## src/core/srh_cfg.svh

```systemverilog
// Purpose: Constants for the status reporting hierarchy block
// Assumes: Included by its bare name, once per compilation unit
// Notes: Offsets here are bit positions within the status byte, the standard latch register and parts
`ifndef SRH_CFG_SVH
`define SRH_CFG_SVH

// Generic status register part width and the always-zero top bit
`define SRH_PART_W 16
`define SRH_PART_TOP 15
`define SRH_HW_W 15

// Status byte layout
`define SRH_STB_W 8
`define SRH_STB_ERRQ 2
`define SRH_STB_QUESTIONABLE_SUMMARY_FLAG 3
`define SRH_STB_REPLY 4
`define SRH_STB_STD 5
`define SRH_STB_MSS 6
`define SRH_STB_OPERATION_SUMMARY_FLAG 7

// Standard latch register layout (bit 1 unused)
`define SRH_STD_OPC 0
`define SRH_STD_UNUSED 1
`define SRH_STD_QUERY_ERR 2
`define SRH_STD_DEV_ERR 3
`define SRH_STD_EXEC_ERR 4
`define SRH_STD_CMD_ERR 5
`define SRH_STD_USER_REQ 6
`define SRH_STD_POWER_ON 7

// Reset values of writable parts
`define SRH_RISE_RESET 16'h7FFF
`define SRH_FALL_RESET 16'h0000
`define SRH_MASK_RESET 16'h0000
`define SRH_SRE_RESET 8'h00
`define SRH_ESE_RESET 8'h00

// Error queue geometry
`define SRH_ERRQ_DEPTH 8
`define SRH_ERRQ_AW 3
`define SRH_ERRQ_CW 4
`define SRH_ERR_W 16

`endif

```

## src/core/srh_pkg.sv

```systemverilog
// Purpose: Types shared by the status reporting hierarchy block
// Assumes: Compiled before any module that imports it
// Notes: Command codes select which part is accessed
package srh_pkg;

  typedef enum logic [3:0] {
    SRH_OP_STB_QUERY = 4'h0,
    SRH_OP_SRE_WRITE = 4'h1,
    SRH_OP_SRE_READ = 4'h2,
    SRH_OP_STD_READ = 4'h3,
    SRH_OP_STDM_WRITE = 4'h4,
    SRH_OP_STDM_READ = 4'h5,
    SRH_OP_ERR_READ = 4'h6,
    SRH_OP_LIVE_READ = 4'h7,
    SRH_OP_RISE_WRITE = 4'h8,
    SRH_OP_RISE_READ = 4'h9,
    SRH_OP_FALL_WRITE = 4'hA,
    SRH_OP_FALL_READ = 4'hB,
    SRH_OP_LATCH_READ = 4'hC,
    SRH_OP_MASK_WRITE = 4'hD,
    SRH_OP_MASK_READ = 4'hE
  } srh_op_t;

  typedef enum logic [0:0] {
    SRH_SEL_QUESTIONABLE_SUMMARY_FLAG = 1'b0,
    SRH_SEL_OPERATION_SUMMARY_FLAG = 1'b1
  } srh_sel_t;

endpackage

```

## src/core/srh_status_core.sv

```systemverilog
// Purpose: Status register hierarchy with service request generation
// Assumes: Status, event and queue inputs come from logic on clock
// Notes: Commands take effect in one cycle; answers follow one cycle later
`timescale 1ns/100ps
`include "srh_cfg.svh"

module srh_status_core (
  input wire logic clock,
  input wire logic srst,
  input wire logic cmd_valid,
  input wire srh_pkg::srh_op_t cmd_op,
  input wire srh_pkg::srh_sel_t cmd_sel,
  input wire logic [`SRH_PART_W-1:0] cmd_wdata,
  output logic rsp_valid,
  output logic [`SRH_PART_W-1:0] rsp_data,
  input wire logic poll_req,
  output logic poll_valid,
  output logic [`SRH_STB_W-1:0] poll_data,
  input wire logic [`SRH_HW_W-1:0] questionable_summary_flag_status,
  input wire logic [`SRH_HW_W-1:0] operation_summary_flag_status,
  input wire logic [`SRH_STB_W-1:0] std_event_set,
  input wire logic err_push,
  input wire logic [`SRH_ERR_W-1:0] err_code,
  output logic err_full,
  input wire logic reply_waiting,
  output logic [`SRH_STB_W-1:0] status_byte,
  output logic service_request
);
  import srh_pkg::*;

  localparam int NREG = 2;

  logic [`SRH_HW_W-1:0] hw_in [NREG];
  logic [`SRH_PART_W-1:0] live_part [NREG];
  logic [`SRH_PART_W-1:0] rise_part [NREG];
  logic [`SRH_PART_W-1:0] fall_part [NREG];
  logic [`SRH_PART_W-1:0] latch_part [NREG];
  logic [`SRH_PART_W-1:0] mask_part [NREG];
  logic [NREG-1:0] reg_summary;

  logic [`SRH_STB_W-1:0] std_latch;
  logic [`SRH_STB_W-1:0] std_mask;
  logic [`SRH_STB_W-1:0] req_mask;
  logic [`SRH_STB_W-1:0] stb_base;
  logic [`SRH_STB_W-1:0] req_mask_eff;
  logic standard_summary_flag;
  logic request_summary_flag;
  logic questionable_summary_flag;
  logic operation_summary_flag;
  logic reply_waiting_flag;
  logic errq_not_empty;

  logic [`SRH_ERR_W-1:0] errq_mem [`SRH_ERRQ_DEPTH];
  logic [`SRH_ERRQ_AW-1:0] errq_wr_ptr;
  logic [`SRH_ERRQ_AW-1:0] errq_rd_ptr;
  logic [`SRH_ERRQ_CW-1:0] errq_count;
  logic errq_pop;
  logic errq_push;

  logic [`SRH_STB_W-1:0] std_unused_mask;
  logic [`SRH_PART_W-1:0] part_top_mask;

  assign std_unused_mask = ~(8'h01 << `SRH_STD_UNUSED);
  assign part_top_mask = ~(16'h0001 << `SRH_PART_TOP);

  // Hardware feeds the questionable and operation live parts
  assign hw_in[SRH_SEL_QUESTIONABLE_SUMMARY_FLAG] = questionable_summary_flag_status;
  assign hw_in[SRH_SEL_OPERATION_SUMMARY_FLAG] = operation_summary_flag_status;

  genvar g;
  generate
    for (g = 0; g < NREG; g++) begin : gen_reg
      logic [`SRH_PART_W-1:0] next_live;
      logic [`SRH_PART_W-1:0] rose;
      logic [`SRH_PART_W-1:0] fell;
      logic hit;
      logic latch_rd;

      assign next_live = {1'b0, hw_in[g]};
      assign rose = next_live & ~live_part[g];
      assign fell = ~next_live & live_part[g];
      assign hit = cmd_valid && (cmd_sel == srh_sel_t'(g));
      assign latch_rd = hit && (cmd_op == SRH_OP_LATCH_READ);

      // Live part has no write path; it follows the hardware input every cycle and reset clears it
      always_ff @(posedge clock) begin
        if (srst) begin
          live_part[g] <= 16'h0000;
        end else begin
          live_part[g] <= next_live;
        end
      end

      always_ff @(posedge clock) begin
        if (srst) begin
          rise_part[g] <= `SRH_RISE_RESET & part_top_mask;
          fall_part[g] <= `SRH_FALL_RESET;
          mask_part[g] <= `SRH_MASK_RESET;
        end else if (hit) begin
          if (cmd_op == SRH_OP_RISE_WRITE) begin
            rise_part[g] <= cmd_wdata & part_top_mask;
          end
          if (cmd_op == SRH_OP_FALL_WRITE) begin
            fall_part[g] <= cmd_wdata & part_top_mask;
          end
          if (cmd_op == SRH_OP_MASK_WRITE) begin
            mask_part[g] <= cmd_wdata & part_top_mask;
          end
        end
      end

      // A filtered change in the read cycle survives the clear
      always_ff @(posedge clock) begin
        if (srst) begin
          latch_part[g] <= 16'h0000;
        end else begin
          latch_part[g] <= ((latch_rd ? 16'h0000 : latch_part[g])
                            | (rose & rise_part[g])
                            | (fell & fall_part[g])) & part_top_mask;
        end
      end

      assign reg_summary[g] = |(latch_part[g] & mask_part[g]);
    end
  endgenerate

  assign questionable_summary_flag = reg_summary[SRH_SEL_QUESTIONABLE_SUMMARY_FLAG];
  assign operation_summary_flag = reg_summary[SRH_SEL_OPERATION_SUMMARY_FLAG];
  assign reply_waiting_flag = reply_waiting;

  // Standard latch register with its mask
  always_ff @(posedge clock) begin
    if (srst) begin
      std_latch <= 8'h00;
    end else begin
      std_latch <= ((cmd_valid && cmd_op == SRH_OP_STD_READ) ? 8'h00
                    : std_latch)
                   | (std_event_set & std_unused_mask);
    end
  end

  always_ff @(posedge clock) begin
    if (srst) begin
      std_mask <= `SRH_ESE_RESET;
      req_mask <= `SRH_SRE_RESET;
    end else if (cmd_valid) begin
      if (cmd_op == SRH_OP_STDM_WRITE) begin
        std_mask <= cmd_wdata[`SRH_STB_W-1:0];
      end
      if (cmd_op == SRH_OP_SRE_WRITE) begin
        req_mask <= cmd_wdata[`SRH_STB_W-1:0];
      end
    end
  end

  // A rising masked standard bit is a new latched bit, so the summary rises
  assign standard_summary_flag = |(std_latch & std_mask);

  always_comb begin
    stb_base = 8'h00;
    stb_base[`SRH_STB_ERRQ] = errq_not_empty;
    stb_base[`SRH_STB_QUESTIONABLE_SUMMARY_FLAG] = questionable_summary_flag;
    stb_base[`SRH_STB_REPLY] = reply_waiting_flag;
    stb_base[`SRH_STB_STD] = standard_summary_flag;
    stb_base[`SRH_STB_OPERATION_SUMMARY_FLAG] = operation_summary_flag;
  end

  // Bits 0, 1 and 6 never count toward the request
  assign req_mask_eff = req_mask & 8'hBC;
  assign request_summary_flag = |(stb_base & req_mask_eff);

  always_comb begin
    status_byte = stb_base;
    status_byte[`SRH_STB_MSS] = request_summary_flag;
  end

  always_ff @(posedge clock) begin
    if (srst) begin
      service_request <= 1'b0;
    end else begin
      service_request <= request_summary_flag;
    end
  end

  // Error queue: circular store, oldest entry read first
  assign errq_not_empty = (errq_count != 4'h0);
  assign err_full = (errq_count == 4'(`SRH_ERRQ_DEPTH));
  assign errq_pop = cmd_valid && (cmd_op == SRH_OP_ERR_READ)
                    && errq_not_empty;
  // A push into a full queue is dropped unless a read frees a slot
  assign errq_push = err_push && (!err_full || errq_pop);

  always_ff @(posedge clock) begin
    if (errq_push) begin
      errq_mem[errq_wr_ptr] <= err_code;
    end
  end

  always_ff @(posedge clock) begin
    if (srst) begin
      errq_wr_ptr <= 3'h0;
      errq_rd_ptr <= 3'h0;
      errq_count <= 4'h0;
    end else begin
      if (errq_push) begin
        errq_wr_ptr <= errq_wr_ptr + 3'h1;
      end
      if (errq_pop) begin
        errq_rd_ptr <= errq_rd_ptr + 3'h1;
      end
      if (errq_push && !errq_pop) begin
        errq_count <= errq_count + 4'h1;
      end else if (errq_pop && !errq_push) begin
        errq_count <= errq_count - 4'h1;
      end
    end
  end

  // Answers are registered, one cycle after the command
  always_ff @(posedge clock) begin
    if (srst) begin
      rsp_valid <= 1'b0;
      rsp_data <= 16'h0000;
    end else begin
      rsp_valid <= cmd_valid;
      if (cmd_valid) begin
        case (cmd_op)
          SRH_OP_STB_QUERY: rsp_data <= {8'h00, status_byte};
          SRH_OP_SRE_READ: rsp_data <= {8'h00, req_mask};
          SRH_OP_STD_READ: rsp_data <= {8'h00, std_latch};
          SRH_OP_STDM_READ: rsp_data <= {8'h00, std_mask};
          SRH_OP_ERR_READ: begin
            rsp_data <= errq_not_empty ? errq_mem[errq_rd_ptr]
                                       : 16'h0000;
          end
          SRH_OP_LIVE_READ: rsp_data <= live_part[cmd_sel];
          SRH_OP_RISE_READ: rsp_data <= rise_part[cmd_sel];
          SRH_OP_FALL_READ: rsp_data <= fall_part[cmd_sel];
          SRH_OP_LATCH_READ: rsp_data <= latch_part[cmd_sel];
          SRH_OP_MASK_READ: rsp_data <= mask_part[cmd_sel];
          default: rsp_data <= 16'h0000;
        endcase
      end
    end
  end

  // Serial poll has its own path so it never waits behind a command
  always_ff @(posedge clock) begin
    if (srst) begin
      poll_valid <= 1'b0;
      poll_data <= 8'h00;
    end else begin
      poll_valid <= poll_req;
      if (poll_req) begin
        poll_data <= status_byte;
      end
    end
  end

endmodule

```

## config.mk

```make
export PLATFORM = sky130hd
export DESIGN_NAME = srh_status_core
export DESIGN_NICKNAME = d
export VERILOG_FILES = /design/src/core/srh_pkg.sv /design/src/core/srh_status_core.sv
export VERILOG_INCLUDE_DIRS = /design/src /design/src/core
export SDC_FILE = /design/constraint.sdc
export NUM_CORES = 1
export LEC_CHECK = 0
export ABC_AREA = 1
export BUFFER_PORTS_ARGS = -buffer_cell sky130_fd_sc_hd__buf_4
export CAP_MARGIN = 20
export CELL_PAD_IN_SITES_DETAIL_PLACEMENT = 1
export CELL_PAD_IN_SITES_GLOBAL_PLACEMENT = 1
export CORE_MARGIN = 2
export CORE_UTILIZATION = 46
export CTS_CLUSTER_SIZE = 30
export DETAILED_ROUTE_END_ITERATION = 8
export PLACE_DENSITY = 0.88
export SETUP_SLACK_MARGIN = 0.05
export SLEW_MARGIN = 25
export SYNTH_ARGS = -nofsm -noshare
export SYNTH_HDL_FRONTEND = slang
export SYNTH_SLANG_ARGS = --single-unit
```

## constraint.sdc

```tcl
create_clock -name clock -period 3.33 [get_ports clock]
set_clock_uncertainty 0.2 [all_clocks]
set_input_delay 0.4995 -clock clock [delete_from_list [all_inputs] [get_ports clock]]
set_output_delay 0.4995 -clock clock [all_outputs]
set_load 0.02 [all_outputs]
```

==> flow_metrics.tcl <==
set metrics [dict create \
    fp.dieW_um 183 \
    drc_errors 0 \
    area_growth_pct 18.2 \
    maxSlewHeadroom_pct 37.1 \
    path_clk_slew_ps 60 \
    gp_congestion 0.917 \
    cts.path.max_buffers 3 \
    layout.nets 1848 \
    ys_ff_latch 339 \
    first_global_vias 14000 \
    yosysSeqAreaShare_pct 61.0 \
    switching_power_mw 2.54 \
    dieArea_um2 33400 \
    cts_buffers 38 \
    p_leak_nw 7.12 \
    antenna_found_initial 0 \
    cp-endpoint "status_byte[6]" \
    syn_inst 1634 \
    ys_warn_count 0 \
    yosysMostFrequentCell "nand2_1" \
    p_int_mw 7.44 \
    worstSetupStartpoint "mask_part[1][1]" \
    io_pins 117 \
    hold_viol 0 \
    die_h_um 183 \
    seqPwrFrac_pct 48.3 \
    std_cell_rows 65 \
    dp.final_hpwl_mm 31.3 \
    syn_area_per_cell_um2 8.99 \
    synth-edff-count 218 \
    slew_violations 0 \
    diodes 0 \
    worstPathRequired_ps 2630 \
    period_minus_slack_ps 3000 \
    ant_nets 0 \
    rrSetupSlack_ps 420 \
    rsz0062_at_grt "false" \
    initial_core_util_pct 46.7 \
    p_sw_share_pct 25.5 \
    grt_max_degree 54 \
    synth_area_leaders "edfxtp_1, dfxtp_1, nand2_1, nor2_1, o21ai_0" \
    post_cts_buffers 0 \
    syn_area_um2 14700 \
    async_flop_share_pct 0 \
    core-area_um2 31500 \
    overflow 0 \
    reg2regPathDepth 15 \
    vdd_drop_max_mv 0.439 \
    cp-end-kind "primary output" \
    status "finished, final reports clean" \
    drt_wl_total_mm 51.8 \
    pwr-share-clk_pct 41.9 \
    cts-htree-levels 2 \
    synth_top_area_share_pct 44.5 \
    r2r_start "errq_count[0]" \
    viasPerCell 5.93 \
    grt.total_usage_pct 30.8 \
    grt_pass1_wl_mm 78.2 \
    drt_pre_antenna_iters 6 \
    p_per_area_nw_per_um2 575 \
    ys_top_cells_by_count "nand2_1, nor2_1, edfxtp_1" \
    routedWlPerCell_um 23.6 \
    finalCritPeriodShare_pct 90.2 \
    portBuffers 110 \
    cts-root-buf "clkbuf_16" \
    synth_largest_area_cell "edfxtp_1" \
    comb_power_share_pct 9.8 \
    holdCritPathClass "input pin to register" \
    critical_path_class "register to primary output" \
    setup_viol 0 \
    tns_ps 0 \
    whs_ps 8.33 \
    cap_violations 0 \
    fmax_mhz 333 \
    cp-start-kind "register" \
    synth_cell_types 37 \
    r2r-end "errq_count[3]" \
    drt_iter0_markers 1327 \
    worstMarginPinSlew_ps 941 \
    clkLatencyLatePin_ps 540 \
    vias 13000 \
    cts_tree "done" \
    cp_max_fo 4 \
    crit_arrival_ps 2300 \
    ys.flop_type "edfxtp_1" \
    layout-drive-gt1-share_pct 13.2 \
    cts.sinks 339 \
]
## registers in the layout, summed over array words and instances (netlist names), 7 cells and up, named ones only
| register | count |
|---|---|
| std_latch | 7 |
| errq_mem | 128 |
| latch_part | 30 |
| req_mask | 8 |
| fall_part | 30 |
| rsp_data | 16 |
| std_mask | 8 |
| mask_part | 30 |
| rise_part | 30 |
| live_part | 30 |
## routing by layer
| metal | global-route usage [%] | wire [µm] | up-vias |
|---|---|---|---|
| li1 | - | - | 5682 |
| met1 | 36.4 | 19400 | 6360 |
| met2 | 52.0 | 24800 | 761 |
| met3 | 7.21 | 4730 | 201 |
| met4 | 17.1 | 2800 | 0 |
| met5 | 0 | 0 | - |
## power by group through the flow
stage / logic (mW) / registers (mW) / clock network (mW)
final: 0.977 / 4.83 / 4.18
after global routing: 1.05 / 4.84 / 4.34
after CTS: 0.963 / 4.82 / 4.19
after detailed placement: 0.915 / 4.90 / 0
after global placement: 0.866 / 4.88 / 0
after floorplan: 0.532 / 4.88 / 0
## how the worst min path moves through the flow
stage / to / startpoint / slack, ps / cells after the start
finish: live_part[1][6] / operation_summary_flag_status[6] / 8 / 3
global route: errq_mem[7][10] / err_code[10] / 7 / 1
global placement: errq_rd_ptr[2] / errq_rd_ptr[2] / 230 / 1
floorplan: register / errq_rd_ptr[2] / 210 / 1
CTS: live_part[1][8] / operation_summary_flag_status[8] / 0.1 / 3
detailed placement: poll_data[2] / poll_data[2] / 270 / 2
## placed cells by master (no fill, tap or decap), types with 7 or more instances in the layout
master,count
dlygate4sd3_1,16
buf_4,143
a21oi_1,70
nand3_1,76
inv_1,90
nand2_2,7
nor3_1,7
clkbuf_16,38
o21ai_0,101
nor2_1,258
clkinv_2,9
o211ai_1,29
edfxtp_1,218
dfxtp_1,120
nand2_1,488
a31oi_1,30
nand4_1,10
inv_2,9
clkbuf_1,8
## cells by family (layout without fill, tap and decap cells)
group	Yosys count	after routing	share of synthesized area [%]
AOI/OAI and AO/OA	244	244	9.35
DFF	339	339	61.0
xor gates and xnor gates	3	3	0.179
buffers and inverters	178	332	5.24
and+or+nand+nor	863	863	23.6
adders and majority gates	6	6	0.562
other	1	4	0.0255
## layout make-up
cell class | count | area (µm²)
fillers | 3625 | 14100
flip-flops and latches | 339 | 8970
multi-input cells | 1120 | 4980
repair buffers | 163 | 1310
clock buffers | 50 | 1040
well taps | 402 | 503
inverters | 99 | 372
clock inverters | 20 | 191
## worst max-delay path, cell delays in order (launching register included)
cell      delay, ps
edfxtp_1        430
nand2_1         130
nand2_1          60
nor2_1          180
nand2_1          90
o21ai_0         250
nand3_1         340
buf_4           280
## per-stage QoR
step | instance area (µm²) | instances | power [mW] | util, % | setup WS [ps]
6_report | 17400 | 2193 | 9.98 | 55.2 | 326
5_1_grt | 17400 | 2193 | 10.2 | 55.2 | 156
4_1_cts | 17400 | 2193 | 9.97 | 55.2 | 400
3_5_place_dp | 16000 | 2107 | 5.81 | 50.8 | 194
3_3_place_gp | 16000 | 2107 | 5.75 | 50.8 | 353
2_1_floorplan | 14700 | 1637 | 5.41 | - | 395
## repair_timing
action,in CTS,in global routing
setup endpoints to repair,0,0
hold buffers,16,0
resized for setup,0,0
hold endpoints to repair,41,0
No activity file was read; power rests on OpenSTA's default activity.
